[src/trigger_sequencer_defs.vh]
`ifndef TRIGGER_SEQUENCER_DEFS_VH
`define TRIGGER_SEQUENCER_DEFS_VH

// ====================================================================
// Step command codes, field positions of the command byte
`define CMD_HI 7
`define CMD_LO 4
`define OPT_HI 3
`define OPT_LO 0
`define CMD_CONTROL 4'h0
`define CMD_ADD 4'h1
`define CMD_STROBE 3'h1
`define CMD_WAIT_RISE 4'h4
`define CMD_WAIT_FALL 4'h5
`define CMD_RESERVED 4'h6
`define CMD_IRQ 4'h7
`define CMD_TRIG 3'h4
`define CMD_JUMP 3'h5
`define CMD_LOOP0 3'h6
`define CMD_LOOP1 3'h7

// ====================================================================
// Option encodings for control and add/copy commands
`define CTRL_STROBE_LITERAL 4'h1
`define ADD_MODE 2'h0
`define COPY_MODE 2'h2
`define TGT_LIMIT_0 2'h0
`define TGT_LIMIT_1 2'h1
`define TGT_STEP_DELAY 2'h2
`define TGT_LITERAL 2'h3

// ====================================================================
// Software register select codes
`define SEL_LIMIT_0 4'h0
`define SEL_LIMIT_1 4'h1
`define SEL_STEP_DELAY 4'h2
`define SEL_LITERAL 4'h3
`define SEL_ADJUST 4'h4
`define SEL_HOLD 4'h5
`define SEL_QPTR 4'h6
`define SEL_QUEUE 4'h7

// ====================================================================
// Reset values
`define RST_WORD 16'h0000
`define RST_QPTR 5'h00

`endif

[src/trigger_sequencer_step_decoder.v]
`timescale 1ns/10ps
`include "trigger_sequencer_defs.vh"

module trigger_sequencer_step_decoder (
    input wire clk, // 50 MHz sequencer clock
    input wire srst, // Synchronous reset, active high
    input wire run_en, // High runs the queue, low idles
    input wire sw_wr, // Software register write strobe
    input wire [3:0] sw_sel, // Register select for write
    input wire [3:0] sw_qidx, // Queue word index for write
    input wire [15:0] sw_wdata, // Software write data
    input wire [3:0] pwm_primary, // Primary PWM channels 1-4
    input wire [2:0] pwm_secondary, // Secondary PWM channels 1-3
    input wire ccu4_primary, // Primary capture_compare_unit4
    input wire ccu4_secondary, // Secondary capture_compare_unit4
    input wire cmp_primary1, // Primary comparator 1
    input wire [2:0] cmp_secondary, // Secondary comparators 1-3
    input wire adc_done_primary, // Primary ADC group done
    input wire adc_done_secondary, // Secondary ADC group done
    input wire external_interrupt2, // Pin-selectable external_interrupt2
    output wire busy, // Steps executing
    output wire [4:0] queue_pointer, // Active step index
    output wire [15:0] loop_counter_0, // Loop counter 0
    output wire [15:0] loop_counter_1, // Loop counter 1
    output wire [15:0] loop_limit_0, // Loop limit 0
    output wire [15:0] loop_limit_1, // Loop limit 1
    output wire [15:0] step_delay_limit, // Extra clocks per step
    output wire [15:0] literal_value, // Literal register
    output wire [15:0] adjust_value, // Adjust register
    output wire [15:0] hold_value, // Hold register
    output wire [4:0] strobe_out, // Strobe bus value
    output wire strobe_valid, // One-cycle strobe update pulse
    output wire [7:0] irq_out, // One-cycle interrupt pulses
    output wire [31:0] trigger_output_n // One-cycle trigger pulses
);

    // ================================================================
    // State codes
    localparam [2:0] ST_IDLE = 3'b001;
    localparam [2:0] ST_EXEC = 3'b010;
    localparam [2:0] ST_DELAY = 3'b100;

    // Sequencer state and software-visible registers
    reg [2:0] state_r;
    reg [4:0] qptr_r;
    reg [15:0] lc0_r;
    reg [15:0] lc1_r;
    reg [15:0] lim0_r;
    reg [15:0] lim1_r;
    reg [15:0] sdlim_r;
    reg [15:0] lit_r;
    reg [15:0] adj_r;
    reg [15:0] hold_r;
    // Step delay countdown and the latched step byte
    reg [15:0] dly_r;
    reg [7:0] cmd_byte_r;
    // Action outputs, all registered
    reg [4:0] strobe_r;
    reg strobe_valid_r;
    reg [7:0] irq_r;
    reg [31:0] trig_r;
    // Step queue: sixteen words, two step bytes each
    reg [15:0] queue_mem [0:15];
    // Synchroniser stages and previous sample per input
    reg [15:0] sync1_r;
    reg [15:0] sync2_r;
    reg [15:0] prev_r;
    // Decoded fields and helper nets
    wire [15:0] trig_in;
    wire [15:0] rise_w;
    wire [15:0] fall_w;
    wire [15:0] qword;
    wire [7:0] step_byte;
    wire [3:0] cmd;
    wire [3:0] opt;
    wire [4:0] tgt5;
    wire [3:0] done_cmd;
    wire [4:0] done_tgt;
    wire wait_hold;
    wire [15:0] addsrc;
    // Loop index for clearing the queue on reset
    integer i;

    // ================================================================
    // Trigger input map
    assign trig_in = {external_interrupt2, adc_done_secondary, adc_done_primary,
                      cmp_secondary, cmp_primary1, ccu4_secondary, ccu4_primary,
                      pwm_secondary, pwm_primary};

    // ================================================================
    // Per-input synchroniser and edge detect
    genvar g;
    generate
        for (g = 0; g < 16; g = g + 1) begin : g_edge
            // Two flops before use; third holds the previous sample
            always @(posedge clk) begin
                if (srst) begin
                    sync1_r[g] <= 1'b0;
                    sync2_r[g] <= 1'b0;
                    prev_r[g] <= 1'b0;
                end else begin
                    sync1_r[g] <= trig_in[g];
                    sync2_r[g] <= sync1_r[g];
                    prev_r[g] <= sync2_r[g];
                end
            end
            assign rise_w[g] = sync2_r[g] & ~prev_r[g];
            assign fall_w[g] = ~sync2_r[g] & prev_r[g];
        end
    endgenerate

    // ================================================================
    // Step fetch and field split
    assign qword = queue_mem[qptr_r[4:1]];
    assign step_byte = qptr_r[0] ? qword[15:8] : qword[7:0];
    assign cmd = step_byte[`CMD_HI:`CMD_LO];
    assign opt = step_byte[`OPT_HI:`OPT_LO];
    assign tgt5 = {cmd[0], opt};
    // Latched byte drives the pointer update at step end
    assign done_cmd = cmd_byte_r[`CMD_HI:`CMD_LO];
    assign done_tgt = {cmd_byte_r[`CMD_LO], cmd_byte_r[`OPT_HI:`OPT_LO]};

    // Wait commands stall until the selected input shows the edge
    // An edge seen before the wait starts is not remembered
    assign wait_hold = ((cmd == `CMD_WAIT_RISE) && !rise_w[opt]) ||
                       ((cmd == `CMD_WAIT_FALL) && !fall_w[opt]);

    // Copy uses hold, add uses adjust; one mux feeds all targets
    assign addsrc = opt[3] ? hold_r : adj_r;

    // ================================================================
    // Sequencer, registers and action outputs
    always @(posedge clk) begin
        if (srst) begin
            state_r <= ST_IDLE;
            qptr_r <= `RST_QPTR;
            lc0_r <= `RST_WORD;
            lc1_r <= `RST_WORD;
            lim0_r <= `RST_WORD;
            lim1_r <= `RST_WORD;
            sdlim_r <= `RST_WORD;
            lit_r <= `RST_WORD;
            adj_r <= `RST_WORD;
            hold_r <= `RST_WORD;
            dly_r <= `RST_WORD;
            cmd_byte_r <= 8'h00;
            strobe_r <= 5'h00;
            strobe_valid_r <= 1'b0;
            irq_r <= 8'h00;
            trig_r <= 32'h00000000;
            // Queue clears too, so a run after reset decodes no-ops
            for (i = 0; i < 16; i = i + 1) begin
                queue_mem[i] <= `RST_WORD;
            end
        end else begin
            // Pulse outputs last a single cycle
            strobe_valid_r <= 1'b0;
            irq_r <= 8'h00;
            trig_r <= 32'h00000000;
            case (state_r)
                ST_IDLE: begin
                    // Software writes accepted only here
                    if (sw_wr) begin
                        case (sw_sel)
                            `SEL_LIMIT_0: lim0_r <= sw_wdata;
                            `SEL_LIMIT_1: lim1_r <= sw_wdata;
                            `SEL_STEP_DELAY: sdlim_r <= sw_wdata;
                            `SEL_LITERAL: lit_r <= sw_wdata;
                            `SEL_ADJUST: adj_r <= sw_wdata;
                            `SEL_HOLD: hold_r <= sw_wdata;
                            `SEL_QPTR: qptr_r <= sw_wdata[4:0];
                            `SEL_QUEUE: queue_mem[sw_qidx] <= sw_wdata;
                            default: ;
                        endcase
                    end
                    // A write on the start edge still lands
                    if (run_en) begin
                        // Fresh run starts both loops from zero
                        lc0_r <= `RST_WORD;
                        lc1_r <= `RST_WORD;
                        state_r <= ST_EXEC;
                    end
                end
                ST_EXEC: begin
                    if (!run_en) begin
                        state_r <= ST_IDLE;
                    end else if (!wait_hold) begin
                        // Step accepted; pulses show one cycle later
                        cmd_byte_r <= step_byte;
                        dly_r <= sdlim_r;
                        state_r <= ST_DELAY;
                        // Decode on the live byte, not the latched copy
                        casez (cmd)
                            `CMD_CONTROL: begin
                                // Only one control option is built; others idle
                                if (opt == `CTRL_STROBE_LITERAL) begin
                                    strobe_r <= lit_r[4:0];
                                    strobe_valid_r <= 1'b1;
                                end
                            end
                            `CMD_ADD: begin
                                if (opt[3:2] == `ADD_MODE || opt[3:2] == `COPY_MODE) begin
                                    case (opt[1:0])
                                        `TGT_LIMIT_0: lim0_r <= opt[3] ? addsrc : lim0_r + addsrc;
                                        `TGT_LIMIT_1: lim1_r <= opt[3] ? addsrc : lim1_r + addsrc;
                                        `TGT_STEP_DELAY: sdlim_r <= opt[3] ? addsrc : sdlim_r + addsrc;
                                        default: lit_r <= opt[3] ? addsrc : lit_r + addsrc;
                                    endcase
                                end
                            end
                            4'b001?: begin
                                strobe_r <= tgt5;
                                strobe_valid_r <= 1'b1;
                            end
                            `CMD_IRQ: begin
                                if (!opt[3]) begin
                                    irq_r[opt[2:0]] <= 1'b1;
                                end
                            end
                            4'b100?: trig_r[tgt5] <= 1'b1;
                            default: ;
                        endcase
                    end
                end
                ST_DELAY: begin
                    // Abort wins over the countdown
                    if (!run_en) begin
                        state_r <= ST_IDLE;
                    end else if (dly_r != 16'h0000) begin
                        dly_r <= dly_r - 16'h0001;
                    end else begin
                        state_r <= ST_EXEC;
                        // Pointer update closes the step
                        case (done_cmd[3:1])
                            `CMD_JUMP: qptr_r <= done_tgt;
                            `CMD_LOOP0: begin
                                // Equal count is kept; only the pointer moves
                                if (lc0_r == lim0_r) begin
                                    qptr_r <= qptr_r + 5'h01;
                                end else begin
                                    lc0_r <= lc0_r + 16'h0001;
                                    qptr_r <= done_tgt;
                                end
                            end
                            `CMD_LOOP1: begin
                                if (lc1_r == lim1_r) begin
                                    qptr_r <= qptr_r + 5'h01;
                                end else begin
                                    lc1_r <= lc1_r + 16'h0001;
                                    qptr_r <= done_tgt;
                                end
                            end
                            default: qptr_r <= qptr_r + 5'h01;
                        endcase
                    end
                end
                default: state_r <= ST_IDLE;
            endcase
        end
    end

    // ================================================================
    // Output assignments
    assign busy = (state_r != ST_IDLE);
    assign queue_pointer = qptr_r;
    assign loop_counter_0 = lc0_r;
    assign loop_counter_1 = lc1_r;
    assign loop_limit_0 = lim0_r;
    assign loop_limit_1 = lim1_r;
    assign step_delay_limit = sdlim_r;
    assign literal_value = lit_r;
    assign adjust_value = adj_r;
    assign hold_value = hold_r;
    assign strobe_out = strobe_r;
    assign strobe_valid = strobe_valid_r;
    assign irq_out = irq_r;
    assign trigger_output_n = trig_r;

endmodule

[config.mk]
export PLATFORM = sky130hd
export DESIGN_NAME = trigger_sequencer_step_decoder
export DESIGN_NICKNAME = d
export VERILOG_FILES = /design/src/trigger_sequencer_step_decoder.v
export VERILOG_INCLUDE_DIRS = /design/src
export SDC_FILE = /design/constraint.sdc
export NUM_CORES = 1
export LEC_CHECK = 0
export BUFFER_PORTS_ARGS = -buffer_cell sky130_fd_sc_hd__buf_2
export CORE_UTILIZATION = 60
export CTS_BUF_LIST = sky130_fd_sc_hd__clkbuf_16
export CTS_CLUSTER_DIAMETER = 200
export DETAILED_ROUTE_END_ITERATION = 8
export GPL_TIMING_DRIVEN = 0
export HOLD_SLACK_MARGIN = 0.02
export PLACE_DENSITY = 0.8
export SETUP_SLACK_MARGIN = 0.3
export SYNTH_ARGS = -nofsm -noshare
export SYNTH_HDL_FRONTEND = slang
export SYNTH_SLANG_ARGS = --single-unit
[constraint.sdc]
create_clock -name clk -period 8.2 [get_ports clk]
set_input_delay 1.23 -clock clk [delete_from_list [all_inputs] [get_ports clk]]
set_output_delay 1.23 -clock clk [all_outputs]
set_load 0.05 [all_outputs]
==> flow_metrics.env, run 1 <==
export IMPL_status="completed"
export IMPL_synthesis_area_mm2=0.02534
export IMPL_max_freq_ghz=0.1317
export IMPL_post_cts_buffers=0
export IMPL_critical_path_class="reg -> reg"
export IMPL_crit_family="buffers and inverters"
export IMPL_cpPeakStageDelay_ps=660
export IMPL_power_density_mw_per_mm2=195.7
export IMPL_synth_top_area_share_pct=30.33
export IMPL_path_common_cell="o21ai_0"
export IMPL_yosys_top_cells_area="edfxtp_1 30%, dfxtp_1 20%, and2_1 6.4%"
export IMPL_insertion_delay_ps=620
export IMPL_core_mm2=0.04120
export IMPL_fin_crit_sh_pct=92.58
export IMPL_worst_setup_path_start_kind="register"
export IMPL_synth_edff_count=256
export IMPL_die_area_mm2=0.04306
export IMPL_gp_congestion=1.016
export IMPL_period_minus_slack_ps=7592
export IMPL_rsz0062_at_grt="no"
export IMPL_synth_cell_types=71
export IMPL_drv_slew=0
export IMPL_cts_buffers=53
export IMPL_wl_mm=86.44
export IMPL_synth_avg_cell_area_um2=10.58
export IMPL_wire_per_inst_um=26.56
export IMPL_leakagePower_nw=11.99
export IMPL_rows=74
export IMPL_netlist_instances=2396
export IMPL_critical_path_buf_inv_count=6
export IMPL_start_util_pct=61.51
export IMPL_min_path_type="reg -> reg"
export IMPL_hold_viol=0
export IMPL_chipHeight_um=207.5
export IMPL_ys_async_sr_fraction_pct=0
export IMPL_grt_pass1_wl_mm=126.7
export IMPL_tightest_slew_ps=1313
export IMPL_areaGrowthSynthToFinish_pct=14.63
export IMPL_fin_nets=2796
export IMPL_grt_pass1_vias=20110
export IMPL_remaining_drc_errors=0
export IMPL_path_max_fanout=10
export IMPL_fin_tns_setup_ps=0
export IMPL_numPortBuffers=213
export IMPL_dr_pass1_iters=5
export IMPL_slew_headroom_pct=12.47
export IMPL_cts_tree="built"
export IMPL_dr_total_vias=20920
export IMPL_hpwl_mm=63.00
export IMPL_cpMaxStageDelayCell="clkbuf_1"
export IMPL_cts_sinks=514
export IMPL_ir_drop_mv=0.1692
export IMPL_grt_total_usage_pct=39.88
export IMPL_endpoint_kind="register"
export IMPL_antenna_found_initial=6
export IMPL_syn_nets=2516
export IMPL_ys_ff_latch=514
export IMPL_ys_flop_type="dfxtp_1"
export IMPL_initialDrtViolationCount=2952
export IMPL_overflow=0
export IMPL_grt_start_max_net_pins=17
export IMPL_yosys_area_top_type="edfxtp_1"
export IMPL_setup_viol=0
export IMPL_vias_per_cell=6.429
export IMPL_postRouteAntennaNets=0
export IMPL_die_width_um=207.5
export IMPL_drive_above_1_share_pct=16.52
export IMPL_cts_root_buf="clkbuf_16"
export IMPL_cp_required_ps=8760
export IMPL_maxCapViolations=0
export IMPL_setup_ws_ps=608.1
export IMPL_synth_warnings=0
export IMPL_post_place_ws_ps=121.0
export IMPL_yosysSeqAreaShare_pct=50.71
export IMPL_fin_skew_ps=14.22
export IMPL_cts_max_level=2
export IMPL_critPathArrivalTime_ps=8150
export IMPL_clk_pin_slew_ps=60
export IMPL_crit_chain="buf_4 -> buf_6 -> buf_2 -> buf_2 -> mux4_2 -> mux4_2 -> mux2i_4 -> clkbuf_1 -> buf_1 -> mux2_2 -> ha_1 -> a21oi_1 -> o21ai_0 -> a21o_1 -> a21oi_1 -> o21ai_0 -> o41ai_1 -> o21ai_0 -> mux2i_1 -> a211oi_1 -> a31o_2"
export IMPL_ctsLongestPathBuffers=3
export IMPL_io_pins=224
logic make-up (layout without fill, tap and decap cells):
kind of cell | after synthesis | count (layout) | synth area share (%)
and+or+nand+nor | 957 | 957 | 19.77
muxes | 135 | 135 | 8.941
adders and majority gates | 76 | 76 | 3.871
xor gates and xnor gates | 98 | 98 | 3.387
buffers and inverters | 191 | 513 | 3.041
DFF | 514 | 514 | 50.71
other | 0 | 4 | 0
AOI/OAI and AO/OA | 425 | 425 | 10.28
cell type report:
type                    count  area, um2
flip-flops and latches    514      12850
fillers                  3014      12150
multi-input cells        1691      11780
clock buffers              54       1351
repair buffers            225       1321
well taps                 532      665.6
plain buffers             149      619.3
clock inverters            43      289.0
inverters                  42      157.7
diodes                      4      10.01
stage by stage:
step           hold WS [ps]  area (um2)  total power [W]  cells  utilization (%)
2_1_floorplan         413.8       25340         0.003173   2396                -
3_3_place_gp          420.2       27070         0.003363   3141            65.71
3_5_place_dp          422.8       27380         0.003389   3153            66.46
4_1_cts               437.5       29030         0.005656   3250            70.45
5_1_grt               455.9       29050         0.005792   3252            70.49
6_report              436.9       29050         0.005685   3254            70.51
cells in the final DEF (no fill, tap or decap), drive strengths merged, types with 16 or more instances in the layout:
cell type,instances
or3,39
nor2,225
xnor2,33
xor2,65
dfxtp,258
a21o,31
nor2b,63
edfxtp,256
nand3,42
buf,253
clkbuf,175
mux2i,43
a211oi,20
nor3,66
inv,64
a31oi,18
mux4,71
a21oi,178
o31ai,19
o21ai,87
and2,261
clkinv,16
mux2,21
nand2,153
ha,72
nor3b,18
worst paths after layout:
check,to,cells past startpoint,slack [ps],from
worst max-delay path,loop_limit_1[15]$_SDFFE_PP0P_,21,610,register
worst min-delay path,sync2_r[3]$_SDFF_PP0_,1,440,sync1_r[3]$_SDFF_PP0_
worst min register to register,sync2_r[3]$_SDFF_PP0_,1,440,sync1_r[3]$_SDFF_PP0_
worst max register to register,loop_limit_1[15]$_SDFFE_PP0P_,21,610,register
synthesized netlist by cell type (10+ instances only):
cell type / instances
nor4_1: 15
nor2b_1: 62
nand2_1: 153
xnor2_1: 33
nor3b_1: 18
a21o_1: 31
o211ai_1: 15
buf_2: 10
ha_1: 72
a31oi_1: 17
nand4_1: 11
buf_1: 13
inv_1: 42
xor2_1: 65
a21oi_1: 178
nand3_1: 42
dfxtp_1: 258
or3_1: 39
o21ai_0: 81
edfxtp_1: 256
a211oi_1: 20
nand2b_1: 14
mux2i_1: 43
and2_1: 261
nor3_1: 66
o31ai_1: 19
mux2_2: 21
nor2_1: 225
clkbuf_1: 119
mux4_2: 71
and3_1: 14
state kept, by name, summed over array words and instances (netlist names), 16 cells and up, named ones only:
| register | cells |
|---|---|
| loop_limit_1 | 16 |
| loop_counter_1 | 16 |
| queue_mem | 256 |
| sync2_r | 16 |
| adjust_value | 16 |
| trigger_output_n | 32 |
| sync1_r | 16 |
| literal_value | 16 |
| dly_r | 16 |
| loop_counter_0 | 16 |
| step_delay_limit | 16 |
| hold_value | 16 |
| prev_r | 16 |
| loop_limit_0 | 16 |
routing by layer:
layer	up-vias	wire length, um	GRT usage [%]
met2	1469	37280	59.84
li1	9157	-	-
met1	10010	33180	53.61
met4	2	4894	21.10
met3	285	11070	9.894
met5	-	13	0
power breakdown:
| group | switching, W | internal, W | leakage (nW) | total (W) |
|---|---|---|---|---|
| clock | 0.00104 | 0.00129 | 0.876 | 0.00233 |
| combinational | 0.000385 | 0.000153 | 6.40 | 0.000538 |
| sequential | 0.0000550 | 0.00276 | 4.72 | 0.00282 |
| total | 0.00148 | 0.00420 | 12.0 | 0.00569 |
timing repair:
item                                    in CTS  in global routing
gates resized for setup                      1                 12
hold endpoints to repair                     0                  0
gates cloned                                 0                  0
hold buffers                                 0                  0
endpoints found under the setup margin      11                 18
pin swaps                                    0                  0
No activity file was read; power rests on OpenSTA's default activity.
==> run 2, diff against run 1 <==
--- a/config.mk
+++ b/config.mk
@@ -6,6 +6,8 @@
 export SDC_FILE = /design/constraint.sdc
 export NUM_CORES = 1
 export LEC_CHECK = 0
+export ABC_AREA = 1
+export ABC_CLOCK_PERIOD_IN_PS = 8200
 export BUFFER_PORTS_ARGS = -buffer_cell sky130_fd_sc_hd__buf_2
 export CORE_UTILIZATION = 60
 export CTS_BUF_LIST = sky130_fd_sc_hd__clkbuf_16
==> run 2 against run 1 <==
Critical path depth grew 9. Clock power grew 3%. Largest power group unchanged. Critical endpoint is now literal_value[12]$_SDFFE_PP0P_. Synthesized area grew 5.5%. Clock skew grew 12 ps. Cell count grew 33%. Die area grew 5.4%.
==> flow_metrics.env, run 2 <==
export IMPL_netlist_instances=3415
export IMPL_dr_pass1_iters=6
export IMPL_insertion_delay_ps=640
export IMPL_grt_pass1_vias=24050
export IMPL_synth_warnings=0
export IMPL_hold_start="sync1_r[5]$_SDFF_PP0_"
export IMPL_hold_viol=0
export IMPL_numPortBuffers=223
export IMPL_fin_crit_sh_pct=84.56
export IMPL_die_area_mm2=0.04539
export IMPL_die_width_um=213.1
export IMPL_endpoint_kind="register"
export IMPL_yosysSeqAreaShare_pct=48.09
export IMPL_chipHeight_um=213.1
export IMPL_cts_root_buf="clkbuf_16"
export IMPL_grt_start_max_net_pins=17
export IMPL_critPathArrivalTime_ps=7450
export IMPL_rsz0062_at_grt="no"
export IMPL_io_pins=224
export IMPL_fin_nets=3812
export IMPL_design_area_mm2=0.03028
export IMPL_max_freq_ghz=0.1442
export IMPL_synth_top_area_share_pct=28.76
export IMPL_synth_cell_types=53
export IMPL_yosys_top_cells_count="666 x nor2_1, 648 x nand2_1, 317 x inv_1, 258 x dfxtp_1, 256 x edfxtp_1"
export IMPL_drv_slew=0
export IMPL_path_max_fanout=10
export IMPL_ys_flop_type="dfxtp_1"
export IMPL_cts_max_level=2
export IMPL_clk_pin_slew_ps=60
export IMPL_setup_viol=0
export IMPL_overflow=0
export IMPL_hold_end="sync2_r[5]$_SDFF_PP0_"
export IMPL_r2r_end="literal_value[12]$_SDFFE_PP0P_"
export IMPL_cts_sinks=514
export IMPL_syn_nets=3535
export IMPL_slew_headroom_pct=25.10
export IMPL_post_cts_buffers=0
export IMPL_cts_resized=0
export IMPL_regMostFlops="queue_mem"
export IMPL_reg2reg_slack_ps=1270
export IMPL_ys_async_sr_fraction_pct=0
export IMPL_final_common_cell="nor2_1"
export IMPL_largest_register_ffs=256
export IMPL_fill_cells=3653
export IMPL_start_util_pct=61.37
export IMPL_remaining_drc_errors=0
export IMPL_critical_path_class="reg -> reg"
export IMPL_place_area_mm2=0.02858
export IMPL_period_minus_slack_ps=6934
export IMPL_antenna_found_initial=2
export IMPL_rr_worst_depth=30
export IMPL_wire_per_inst_um=22.22
export IMPL_cts_tree="built"
export IMPL_ys_ff_latch=514
export IMPL_grt_total_usage_pct=42.27
export IMPL_tightest_slew_ps=1124
export IMPL_areaGrowthSynthToFinish_pct=13.29
export IMPL_cpMaxStageDelayCell="clkbuf_1"
export IMPL_postRouteAntennaNets=0
export IMPL_yosys_top_cells_area="edfxtp_1 29%, dfxtp_1 19%, nor2_1 9.4%"
export IMPL_maxCapViolations=0
export IMPL_wl_mm=96.04
export IMPL_hpwl_mm=70.43
export IMPL_synthesis_area_mm2=0.02673
export IMPL_yosys_area_top_type="edfxtp_1"
export IMPL_grt_pass1_wl_mm=141.1
export IMPL_mostFrequentLayoutCells="666 x nor2_1, 648 x nand2_1, 331 x inv_1, 266 x buf_2, 258 x dfxtp_1"
export IMPL_cts_buffers=52
export IMPL_fin_skew_ps=26.19
export IMPL_ctsLongestPathBuffers=3
export IMPL_initialDrtViolationCount=3191
export IMPL_cp_required_ps=8720
export IMPL_min_path_type="reg -> reg"
export IMPL_ctsHoldBuffers=0
export IMPL_status="completed"
export IMPL_ir_drop_mv=0.1708
export IMPL_p_total_w=0.006636
export IMPL_gp_congestion=1.050
export IMPL_synth_edff_count=256
export IMPL_drive_above_1_share_pct=11.78
export IMPL_power_density_mw_per_mm2=219.1
export IMPL_vias_per_cell=5.959
export IMPL_synth_avg_cell_area_um2=7.827
export IMPL_dr_total_vias=25760
export IMPL_cpPeakStageDelay_ps=670
export IMPL_core_mm2=0.04355
export IMPL_leakagePower_nw=13.83
export IMPL_yosysMostFrequentCell="nor2_1"
export IMPL_path_common_cell="nand2_1"
export IMPL_fin_tns_setup_ps=0
export IMPL_rows=76
export IMPL_worstHoldPathCells=2
export IMPL_worst_setup_path_start_kind="register"
run 2: power by group:
group	total, W	switching, W	internal [W]	leakage (nW)
Combinational	0.00136	0.00101	0.000351	8.19
Sequential	0.00288	0.0000864	0.00279	4.73
Clock	0.00240	0.00107	0.00133	0.912
Total	0.00664	0.00216	0.00447	13.8
run 2: layout make-up:
class	instances	area [um2]	area share, %
sequential	514	12850	42.44
multi-input combinational	2375	11630	38.39
clock buffer	56	1401	4.628
inverter	350	1316	4.347
timing repair buffer	223	1116	3.686
buffer	176	933.4	3.082
tap	585	732.0	2.417
clock inverter	42	299.0	0.9875
antenna	2	5.005	0.01653
run 2: cell families (layout without fill, tap and decap cells):
logic type / count (synthesis) / after routing / share of synthesized area, %
buffers and inverters: 526 / 847 / 8.417
and+or+nand+nor: 1649 / 1649 / 25.62
xor gates and xnor gates: 68 / 68 / 2.228
AOI/OAI and AO/OA: 582 / 582 / 11.97
other: 0 / 2 / 0
adders and majority gates: 76 / 76 / 3.670
DFF: 514 / 514 / 48.09
run 2: worst max path at each step:
| stage | start | to | slack, ps | depth (start not counted) |
|---|---|---|---|---|
| after floorplan | register | literal_value[12]$_SDFFE_PP0P_ | 3930 | 31 |
| after global placement | register | literal_value[12]$_SDFFE_PP0P_ | 1670 | 30 |
| after detailed placement | register | literal_value[12]$_SDFFE_PP0P_ | 1650 | 30 |
| after CTS | register | literal_value[12]$_SDFFE_PP0P_ | 1620 | 30 |
| after global routing | register | literal_value[12]$_SDFFE_PP0P_ | 1000 | 30 |
| final | register | literal_value[12]$_SDFFE_PP0P_ | 1270 | 30 |
run 2: per-stage QoR:
| stage | instances | setup WS [ps] | util, % | hold WS (ps) |
|---|---|---|---|---|
| after floorplan | 3415 | 3930 | - | 388.3 |
| after global routing | 4323 | 997.1 | 69.53 | 410.9 |
| after detailed placement | 4223 | 1649 | 65.61 | 392.2 |
| final | 4323 | 1266 | 69.53 | 398.7 |
| after global placement | 4223 | 1667 | 65.61 | 391.2 |
| after CTS | 4321 | 1621 | 69.52 | 400.6 |
run 2: metal layers:
layer / vias up / routed length [um] / global-route usage, %
li1: 11830 / - / -
met1: 11810 / 34380 / 50.59
met2: 1689 / 43370 / 67.09
met3: 422 / 10930 / 9.737
met4: 0 / 7367 / 30.34
met5: - / 0 / 0
run 2: critical path, delay by kind of cell (launching register included):
family,cells,cell delay (ps)
AOI/OAI and AO/OA,6,1260
adders and majority gates,1,460
buffers and inverters,8,2760
DFF,1,290
and+or+nand+nor,15,2010
